--- src/verilog/acc_consts.vh ---
// Constants of the analog command compensation block
`ifndef ACC_CONSTS_VH
`define ACC_CONSTS_VH

// Register byte offsets
`define ACC_REG_CTRL      8'h00
`define ACC_REG_RATIO     8'h04
`define ACC_REG_OVR       8'h08
`define ACC_REG_SPDF      8'h0C
`define ACC_REG_TRQF      8'h10
`define ACC_REG_OFFS      8'h14
`define ACC_REG_STAT      8'h18

// Field positions
`define ACC_CTRL_SEL_LSB  0
`define ACC_CTRL_MSC_BIT  8
`define ACC_CTRL_FLT_LSB  16
`define ACC_RATIO_V_LSB   0
`define ACC_RATIO_C_LSB   8
`define ACC_OVR_BIAS_LSB  0
`define ACC_OVR_GAIN_LSB  16
`define ACC_TAU_PRI_LSB   0
`define ACC_TAU_ALT_LSB   16
`define ACC_STAT_REV_BIT  16
`define ACC_STAT_OVR_BIT  17
`define ACC_STAT_POL_BIT  18

// Reset values
`define ACC_RST_SEL       5'h01
`define ACC_RST_MSC       1'h0
`define ACC_RST_FLT       4'h1
`define ACC_RST_RATIO_V   7'h64
`define ACC_RST_RATIO_C   7'h4B
`define ACC_RST_BIAS      8'h32
`define ACC_RST_GAIN      8'h96
`define ACC_RST_TAU       16'h270F
`define ACC_RST_OFFS      8'h64

// Codes and scales
`define ACC_TAU_DEFER     16'h270F
`define ACC_PCT_FULL      100
`define ACC_SEL_POL_MIN   5'h0A
`define ACC_SEL_POL_MAX   5'h11

// Timing: filter sample tick of 1 ms at a 25 ns clock
`define ACC_TICK_NS       1000000
`define ACC_CLK_NS        25
`define ACC_TICK_CYCLES   (`ACC_TICK_NS / `ACC_CLK_NS)

`endif

--- src/verilog/acc_comp.v ---
// Analog command compensation, filtering and AHB-Lite register slave
//
// Decided for this implementation: the register offsets and the AHB-Lite register port.
`timescale 1ns/1ps
`include "acc_consts.vh"
module acc_comp #(
	parameter W           = 12,
	parameter TICK_CYCLES = `ACC_TICK_CYCLES
) (
	sys_clk,
	nrst,
	hsel,
	haddr,
	htrans,
	hwrite,
	hsize,
	hready,
	hwdata,
	hrdata,
	hreadyout,
	hresp,
	voltMainIn,
	currMainIn,
	auxIn,
	multiSpeedIn,
	multiSpeedActive,
	torqueIn,
	forward_start,
	second_function_select,
	current_input_enable,
	freqCmd,
	reverseRun,
	torqueCmd
);
	input  wire                 sys_clk;
	input  wire                 nrst;
	input  wire                 hsel;
	input  wire [31:0]          haddr;
	input  wire [1:0]           htrans;
	input  wire                 hwrite;
	input  wire [2:0]           hsize;
	input  wire                 hready;
	input  wire [31:0]          hwdata;
	output reg  [31:0]          hrdata;
	output wire                 hreadyout;
	output wire                 hresp;
	input  wire [W-1:0]         voltMainIn;
	input  wire [W-1:0]         currMainIn;
	input  wire signed [W-1:0]  auxIn;
	input  wire [W-1:0]         multiSpeedIn;
	input  wire                 multiSpeedActive;
	input  wire signed [W-1:0]  torqueIn;
	input  wire                 forward_start;
	input  wire                 second_function_select;
	input  wire                 current_input_enable;
	output reg  [W-1:0]         freqCmd;
	output reg                  reverseRun;
	output wire signed [W-1:0]  torqueCmd;

	localparam signed [31:0] FS  = (32'sd1 <<< W) - 32'sd1;
	localparam signed [31:0] PCT = `ACC_PCT_FULL;

	// Software settings
	reg [4:0]  analog_input_select_q;
	reg        multispeed_comp_select_q;
	reg [3:0]  input_filter_code_q;
	reg [6:0]  aux_ratio_voltage_main_q;
	reg [6:0]  aux_ratio_current_main_q;
	reg [7:0]  override_bias_q;
	reg [7:0]  override_gain_q;
	reg [15:0] speed_filter_primary_q;
	reg [15:0] speed_filter_alternate_q;
	reg [15:0] torque_filter_primary_q;
	reg [15:0] torque_filter_alternate_q;
	reg [7:0]  analog_offset_adjust_q;

	// Bus data phase state
	reg        wrPend_q;
	reg [7:0]  wrAddr_q;
	wire       addrPhase;

	// Sample tick
	reg [31:0] tickCnt_q;
	reg        tick_q;

	// Filter time constants in ms, translated to shift counts
	function [15:0] codeToMs;
		input [3:0] code;
		begin
			case (code)
				4'h0:    codeToMs = 16'h000A;
				4'h1:    codeToMs = 16'h0014;
				4'h2:    codeToMs = 16'h0028;
				4'h3:    codeToMs = 16'h0050;
				4'h4:    codeToMs = 16'h00A0;
				4'h5:    codeToMs = 16'h0140;
				4'h6:    codeToMs = 16'h01F4;
				4'h7:    codeToMs = 16'h0320;
				default: codeToMs = 16'h03E8;
			endcase
		end
	endfunction

	// Tick of 1 ms: alpha = 1/2^k with 2^k nearest at or below tau in ms, k held to 1..13 except tau 0, which gives k 0
	function [3:0] msToShift;
		input [15:0] ms;
		integer i;
		begin
			msToShift = 4'h0;
			for (i = 1; i < 14; i = i + 1) begin
				if (ms >= (16'h0001 << i))
					msToShift = i[3:0];
			end
			if (ms != 16'h0000 && msToShift == 4'h0)
				msToShift = 4'h1;
		end
	endfunction

	wire [3:0]  inShift;
	wire [15:0] spdTau;
	wire [15:0] trqTau;
	wire [3:0]  spdShift;
	wire [3:0]  trqShift;

	assign inShift = msToShift(codeToMs(input_filter_code_q));
	// Second motor selects the alternate constants
	assign spdTau = second_function_select ? speed_filter_alternate_q
		: speed_filter_primary_q;
	assign trqTau = second_function_select ? torque_filter_alternate_q
		: torque_filter_primary_q;
	assign spdShift = (spdTau == `ACC_TAU_DEFER) ? inShift
		: msToShift(spdTau);
	assign trqShift = (trqTau == `ACC_TAU_DEFER) ? inShift
		: msToShift(trqTau);

	// Divider giving a one-cycle tick for all filters
	always @(posedge sys_clk) begin
		if (!nrst) begin
			tickCnt_q <= 32'h00000000;
			tick_q    <= 1'b0;
		end else if (tickCnt_q >= TICK_CYCLES - 1) begin
			tickCnt_q <= 32'h00000000;
			tick_q    <= 1'b1;
		end else begin
			tickCnt_q <= tickCnt_q + 32'h00000001;
			tick_q    <= 1'b0;
		end
	end

	// Input filters on the three analog channels, one shared constant
	wire signed [W:0] rawIn [0:2];
	wire signed [W:0] fltIn [0:2];
	assign rawIn[0] = {1'b0, voltMainIn};
	assign rawIn[1] = {1'b0, currMainIn};
	assign rawIn[2] = {auxIn[W-1], auxIn};
	genvar g;
	generate
		for (g = 0; g < 3; g = g + 1) begin : gInFlt
			acc_lpf #(.W(W+1)) uFlt (
				.sys_clk (sys_clk),
				.nrst    (nrst),
				.tick    (tick_q),
				.shift   (inShift),
				.x       (rawIn[g]),
				.y       (fltIn[g])
			);
		end
	endgenerate

	// Mode decode from the selection code
	wire polRev;
	wire ovrMode;
	assign polRev = (analog_input_select_q >= `ACC_SEL_POL_MIN) &&
		(analog_input_select_q <= `ACC_SEL_POL_MAX);
	assign ovrMode = (analog_input_select_q == 5'h04) ||
		(analog_input_select_q == 5'h05) ||
		(analog_input_select_q == 5'h0E) ||
		(analog_input_select_q == 5'h0F);

	// Command datapath, all in 32-bit signed arithmetic
	reg signed [31:0] volt;
	reg signed [31:0] curr;
	reg signed [31:0] aux;
	reg signed [31:0] offV;
	reg signed [31:0] base;
	reg signed [31:0] ratio;
	reg signed [31:0] auxAdd;
	reg signed [31:0] sum;
	reg signed [31:0] ovMain;
	reg signed [31:0] comp;
	reg signed [31:0] cmd;
	reg               rev;
	always @* begin
		volt = {{(31-W){1'b0}}, fltIn[0]};
		curr = {{(31-W){1'b0}}, fltIn[1]};
		aux  = {{(31-W){fltIn[2][W]}}, fltIn[2]};
		// Offset: positive setting raises the zero-speed threshold
		offV = (FS * ($signed({24'h0, analog_offset_adjust_q}) - PCT))
			/ PCT;
		volt = volt - offV;
		if (volt < 0)
			volt = 0;
		if (volt > FS)
			volt = FS;
		// Added compensation path
		ratio = current_input_enable
			? $signed({25'h0, aux_ratio_current_main_q})
			: $signed({25'h0, aux_ratio_voltage_main_q});
		if (multiSpeedActive)
			base = $signed({{(32-W){1'b0}}, multiSpeedIn});
		else if (current_input_enable)
			base = curr;
		else
			base = volt;
		if (multiSpeedActive && !multispeed_comp_select_q)
			auxAdd = 0;
		else
			auxAdd = (aux * ratio) / PCT;
		sum = base + auxAdd;
		// Override path; main speed magnitude from aux, current or multi
		if (multiSpeedActive)
			ovMain = $signed({{(32-W){1'b0}}, multiSpeedIn});
		else if (current_input_enable)
			ovMain = curr;
		else
			ovMain = (aux < 0) ? -aux : aux;
		comp = $signed({24'h0, override_bias_q}) +
			(($signed({24'h0, override_gain_q}) -
			$signed({24'h0, override_bias_q})) * volt) / FS;
		cmd = 0;
		rev = 1'b0;
		if (ovrMode) begin
			if (ovMain == 0 ||
			    (multiSpeedActive && !multispeed_comp_select_q))
				cmd = ovMain;
			else
				cmd = (ovMain * comp) / PCT;
			// Signed aux as main speed runs by its sign
			rev = polRev && forward_start && !multiSpeedActive &&
				!current_input_enable && aux < 0;
		end else if (sum < 0) begin
			if (polRev && forward_start) begin
				cmd = -sum;
				rev = 1'b1;
			end else begin
				cmd = 0;
			end
		end else begin
			cmd = sum;
		end
		if (cmd > FS)
			cmd = FS;
	end

	// Speed and torque command filters
	wire signed [W:0] spdFlt;
	acc_lpf #(.W(W+1)) uSpd (
		.sys_clk (sys_clk),
		.nrst    (nrst),
		.tick    (tick_q),
		.shift   (spdShift),
		.x       (cmd[W:0]),
		.y       (spdFlt)
	);
	acc_lpf #(.W(W)) uTrq (
		.sys_clk (sys_clk),
		.nrst    (nrst),
		.tick    (tick_q),
		.shift   (trqShift),
		.x       (torqueIn),
		.y       (torqueCmd)
	);

	// Output registers
	always @(posedge sys_clk) begin
		if (!nrst) begin
			freqCmd    <= {W{1'b0}};
			reverseRun <= 1'b0;
		end else begin
			freqCmd    <= spdFlt[W] ? {W{1'b0}} : spdFlt[W-1:0];
			reverseRun <= rev;
		end
	end

	// AHB-Lite slave: zero wait states, always OKAY
	assign hreadyout = 1'b1;
	assign hresp     = 1'b0;
	assign addrPhase = hsel && htrans[1] && hready;

	// Address phase latch; read data registered for the data phase
	always @(posedge sys_clk) begin
		if (!nrst) begin
			wrPend_q <= 1'b0;
			wrAddr_q <= 8'h00;
			hrdata   <= 32'h00000000;
		end else begin
			wrPend_q <= addrPhase && hwrite;
			wrAddr_q <= haddr[7:0];
			hrdata   <= 32'h00000000;
			if (addrPhase && !hwrite) begin
				case (haddr[7:0])
					`ACC_REG_CTRL: begin
						hrdata[`ACC_CTRL_SEL_LSB+:5] <=
							analog_input_select_q;
						hrdata[`ACC_CTRL_MSC_BIT] <=
							multispeed_comp_select_q;
						hrdata[`ACC_CTRL_FLT_LSB+:4] <=
							input_filter_code_q;
					end
					`ACC_REG_RATIO: begin
						hrdata[`ACC_RATIO_V_LSB+:7] <=
							aux_ratio_voltage_main_q;
						hrdata[`ACC_RATIO_C_LSB+:7] <=
							aux_ratio_current_main_q;
					end
					`ACC_REG_OVR: begin
						hrdata[`ACC_OVR_BIAS_LSB+:8] <= override_bias_q;
						hrdata[`ACC_OVR_GAIN_LSB+:8] <= override_gain_q;
					end
					`ACC_REG_SPDF: begin
						hrdata[`ACC_TAU_PRI_LSB+:16] <=
							speed_filter_primary_q;
						hrdata[`ACC_TAU_ALT_LSB+:16] <=
							speed_filter_alternate_q;
					end
					`ACC_REG_TRQF: begin
						hrdata[`ACC_TAU_PRI_LSB+:16] <=
							torque_filter_primary_q;
						hrdata[`ACC_TAU_ALT_LSB+:16] <=
							torque_filter_alternate_q;
					end
					`ACC_REG_OFFS:
						hrdata[7:0] <= analog_offset_adjust_q;
					`ACC_REG_STAT: begin
						hrdata[W-1:0] <= freqCmd;
						hrdata[`ACC_STAT_REV_BIT] <= reverseRun;
						hrdata[`ACC_STAT_OVR_BIT] <= ovrMode;
						hrdata[`ACC_STAT_POL_BIT] <= polRev;
					end
					default: hrdata <= 32'h00000000;
				endcase
			end
		end
	end

	// Register writes in the data phase; unmapped writes are dropped
	always @(posedge sys_clk) begin
		if (!nrst) begin
			analog_input_select_q     <= `ACC_RST_SEL;
			multispeed_comp_select_q  <= `ACC_RST_MSC;
			input_filter_code_q       <= `ACC_RST_FLT;
			aux_ratio_voltage_main_q  <= `ACC_RST_RATIO_V;
			aux_ratio_current_main_q  <= `ACC_RST_RATIO_C;
			override_bias_q           <= `ACC_RST_BIAS;
			override_gain_q           <= `ACC_RST_GAIN;
			speed_filter_primary_q    <= `ACC_RST_TAU;
			speed_filter_alternate_q  <= `ACC_RST_TAU;
			torque_filter_primary_q   <= `ACC_RST_TAU;
			torque_filter_alternate_q <= `ACC_RST_TAU;
			analog_offset_adjust_q    <= `ACC_RST_OFFS;
		end else if (wrPend_q) begin
			case (wrAddr_q)
				`ACC_REG_CTRL: begin
					analog_input_select_q <=
						hwdata[`ACC_CTRL_SEL_LSB+:5];
					multispeed_comp_select_q <=
						hwdata[`ACC_CTRL_MSC_BIT];
					input_filter_code_q <= hwdata[`ACC_CTRL_FLT_LSB+:4];
				end
				`ACC_REG_RATIO: begin
					aux_ratio_voltage_main_q <=
						hwdata[`ACC_RATIO_V_LSB+:7];
					aux_ratio_current_main_q <=
						hwdata[`ACC_RATIO_C_LSB+:7];
				end
				`ACC_REG_OVR: begin
					override_bias_q <= hwdata[`ACC_OVR_BIAS_LSB+:8];
					override_gain_q <= hwdata[`ACC_OVR_GAIN_LSB+:8];
				end
				`ACC_REG_SPDF: begin
					speed_filter_primary_q <=
						hwdata[`ACC_TAU_PRI_LSB+:16];
					speed_filter_alternate_q <=
						hwdata[`ACC_TAU_ALT_LSB+:16];
				end
				`ACC_REG_TRQF: begin
					torque_filter_primary_q <=
						hwdata[`ACC_TAU_PRI_LSB+:16];
					torque_filter_alternate_q <=
						hwdata[`ACC_TAU_ALT_LSB+:16];
				end
				`ACC_REG_OFFS:
					analog_offset_adjust_q <= hwdata[7:0];
				default: ;
			endcase
		end
	end
endmodule // acc_comp

--- src/verilog/acc_lpf.v ---
// First-order delay filter stage updated on a sample tick
`timescale 1ns/1ps
module acc_lpf #(
	parameter W = 16,
	parameter F = 8
) (
	sys_clk,
	nrst,
	tick,
	shift,
	x,
	y
);
	input  wire                 sys_clk;
	input  wire                 nrst;
	input  wire                 tick;
	input  wire [3:0]           shift;
	input  wire signed [W-1:0]  x;
	output wire signed [W-1:0]  y;

	reg  signed [W+F-1:0] acc_q;
	wire signed [W+F-1:0] xExt;
	wire signed [W+F-1:0] diff;

	assign xExt = {x, {F{1'b0}}};
	assign diff = xExt - acc_q;
	assign y    = acc_q[W+F-1:F];

	// Shift zero means no filtering; otherwise y += (x - y) / 2^shift
	always @(posedge sys_clk) begin
		if (!nrst) begin
			acc_q <= {(W+F){1'b0}};
		end else if (shift == 4'h0) begin
			acc_q <= xExt;
		end else if (tick) begin
			acc_q <= acc_q + (diff >>> shift);
		end
	end
endmodule // acc_lpf

--- config.mk ---
export PLATFORM = sky130hd
export DESIGN_NAME = acc_comp
export DESIGN_NICKNAME = d
export VERILOG_FILES = /design/src/verilog/acc_comp.v /design/src/verilog/acc_lpf.v
export VERILOG_INCLUDE_DIRS = /design/src /design/src/verilog
export SDC_FILE = /design/constraint.sdc
export NUM_CORES = 2
export LEC_CHECK = 0
export BUFFER_PORTS_ARGS = -buffer_cell sky130_fd_sc_hd__buf_2
export CAP_MARGIN = 0
export CORE_MARGIN = 2
export CORE_UTILIZATION = 40
export CTS_CLUSTER_SIZE = 10
export DETAILED_ROUTE_END_ITERATION = 10
export SKIP_LAST_GASP = 1
export SLEW_MARGIN = 30
export SYNTH_ARGS = -nofsm -noshare
export SYNTH_HDL_FRONTEND = slang
export SYNTH_HIERARCHICAL = 1
export SYNTH_SLANG_ARGS = --single-unit
--- constraint.sdc ---
create_clock -name sys_clk -period 160.9 [get_ports sys_clk]
set_clock_uncertainty 0.05 [all_clocks]
set_input_delay 8.045 -clock sys_clk [delete_from_list [all_inputs] [get_ports sys_clk]]
set_output_delay 8.045 -clock sys_clk [all_outputs]
set_load 0.02 [all_outputs]
==> results.txt <==
final period utilization - 55.7%
clk root buf - clkbuf_16
Die X - 460 µm
sequential-to-total area share from yosys stat - 7.51%
R2R Path Start - analog_offset_adjust_q[2]
placed cells - 13700
hpwl dp - 219 mm
Cells on Worst Hold Path - 1
Pins Over Slew Limit - 0
CP required - 161.36 ns
routability cong. - 0.938
detailed-route via count - 79700
Critical Path AT - 90.11 ns
area leader, netlist - fa_1
kind of critical path - flip-flop to flip-flop
pin count of the biggest net entering global routing - 79
CTS buffer count - 40
top_reg_cell synth - dfxtp_1
min Tclk post-route - 89.65 ns
post_cts resized - 0
CP max FO - 39
unrepaired setup endpoints after global routing - no
post-synth top area share - 16.7%
reg2reg end - uSpd/acc_q[20]
FFs w/ async S/R, synth - 0%
status - finished, final reports clean
post-synthesis cell count - 10900
CP delay by family, top - compound AO/OA/AOI/OAI gates
Cell variety after synth - 193
Mapped Avg Cell Area - 7.64 µm²
drc violations - 0
Most common cell on crit path - a21oi_1
Synth area leaders - fa_1, ha_1, dfxtp_1, inv_1, nor2_1
Via density - 5.78
Non-Filler Instances - 13800
# hold bufs at CTS - 0
CTS HTree Levels - 2
min-delay worst type - flip-flop to flip-flop
Std-Cell Rows - 167
Crit. End Element - flip-flop
Worst setup SP type - flip-flop
CTS max path bufs - 3
post-route worst setup slack - 71.25 ns
Final Setup Violations - 0
Worst R2R Path Depth - 306
Worst-path clk slew - 0.06 ns
Max stage delay on crit path - 0.82 ns
setup TNS - 0 ns
first drt pass iteration count - 9
Starting Density - 40.2%
P&R area growth vs syn - 5.70%
vias in the first global route - 76400
initial antenna violation count - 45
CTS tree - yes
GR Overflow Total - 0
hold_sp - tickCnt_q[0]
drt total wl - 268 mm
YS warnings - 6
post-route ant nets - 0
Die Ht - 460 µm
Final Hold Fails - 0
register bit total from synthesis - 312
Max Fclk - 11.2 MHz
total track usage - 24.7%
Critical path buffers and inverters - 16
I/O pins - 197
hold endpoint - tickCnt_q[0]
Nets - 12400
Slew HR - 32.0%
global-route wire length before repair - 425 mm
clk_lat worst skew - 0.61 ns
Max stage delay cell, worst path - xor2_1
dpl ws - 72.56 ns
Post-synth EDFFs - 0
DIE AREA - 212000 µm²
layout cells sized above 1 - 7.98%
PortBufs - 166
core footprint - 207000 µm²
Max Cap Viol - 0
DR WL/cell - 19.4 µm
clk sinks - 312
postcts setup bufs - 0
worst slew pin tran - 1.02 ns
final core utilization - 42.5%
Synth Cell Area - 83200 µm²
Worst R2R Setup Slack - 71.25 ns
DRC marker count from the first detailed-route iteration - 6607
## area by class of cell
type,count,area [µm²]
Fill cell,21300,119000
Clock inverter,10,114
Tap cell,2704,3380
Multi-Input combinational cell,9277,71200
Clock buffer,50,1070
Inverter,1140,4280
Timing Repair Buffer,264,1570
Antenna cell,31,77.6
Sequential cell,312,6250
## worst register-to-register path: cells and delay by family, from the launching register on
| family | cells | cell delay, ns |
|---|---|---|
| mux | 12 | 4.28 |
| flops | 1 | 0.49 |
| compound gates | 157 | 41.32 |
| simple gates | 74 | 21.92 |
| fa+ha+maj | 31 | 12.18 |
| buf+inv | 16 | 1.80 |
| xor+xnor | 16 | 7.54 |
## cell usage after synthesis (171+ instances only)
cell	instances
a21oi_1	692
and2_1	171
clkbuf_1	225
dfxtp_1	312
fa_1	694
ha_1	559
inv_1	1126
mux2i_1	246
nand2_1	1052
nand3_1	249
nor2_1	1087
nor3_1	295
o21ai_0	432
xnor2_1	446
xor2_1	205
## per-stage QoR
stage,area (µm²),hold WS (ns)
global placement,86600,0.394
finish,88000,0.428
floorplan,84500,0.380
global route,87900,0.452
CTS,87800,0.424
detailed placement,86600,0.412
## worst max path at each step
stage | slack [ns] | start | end | cells past startpoint
6_report | 71.25 | analog_offset_adjust_q[2] | uSpd/acc_q[20] | 306
3_5_place_dp | 72.56 | analog_offset_adjust_q[2] | uSpd/acc_q[20] | 308
5_1_grt | 64.70 | analog_offset_adjust_q[2] | uSpd/acc_q[20] | 310
4_1_cts | 72.18 | analog_offset_adjust_q[2] | uSpd/acc_q[20] | 308
2_1_floorplan | 89.85 | analog_offset_adjust_q[2] | uSpd/acc_q[20] | 317
3_3_place_gp | 73.53 | analog_offset_adjust_q[2] | uSpd/acc_q[20] | 307
## placed cells by master, fill, tap and decap left out, drive strengths merged, types with 254 or more instances in the layout
cell type,n
mux2i,261
nand2,1057
nand3,254
fa,694
nor2,1093
buf,264
xnor2,457
a21oi,720
dfxtp,312
nor3,312
inv,1135
o21ai,519
ha,559
conb,339
## per-layer routing
layer  track usage [%]  share of wire (%)  vias to the layer above
li1                  -                  -                    38300
met4              10.1                4.3                       18
met5                 0              0.039                        -
met2              40.4                 46                     2558
met3              2.40                5.9                      410
met1              33.3                 44                    38500
## state kept, by name (all words and copies together) (netlist names), 12 cells and up, named ones only
| name | count |
|---|---|
| freqCmd | 12 |
| gInFlt.uFlt/acc_q | 63 |
| hrdata | 32 |
| speed_filter_alternate_q | 16 |
| speed_filter_primary_q | 16 |
| tickCnt_q | 32 |
| torque_filter_alternate_q | 16 |
| torque_filter_primary_q | 16 |
| uSpd/acc_q | 21 |
| uTrq/acc_q | 20 |
## cells by family (layout without fill, tap and decap cells)
| group | count (synthesis) | count (layout) | synth area share [%] |
|---|---|---|---|
| fa+ha+maj | 1276 | 1276 | 25.4 |
| other cells | 2 | 370 | 0.00902 |
| xor+xnor | 669 | 669 | 7.24 |
| simple gates | 3740 | 3740 | 21.9 |
| compound gates | 2925 | 2925 | 24.9 |
| buf+inv | 1639 | 1464 | 8.73 |
| mux | 328 | 328 | 4.32 |
| flops | 312 | 312 | 7.51 |
Power is not shown: default switching activity piles up to over one toggle a cycle in this logic, so the estimate is an artifact.
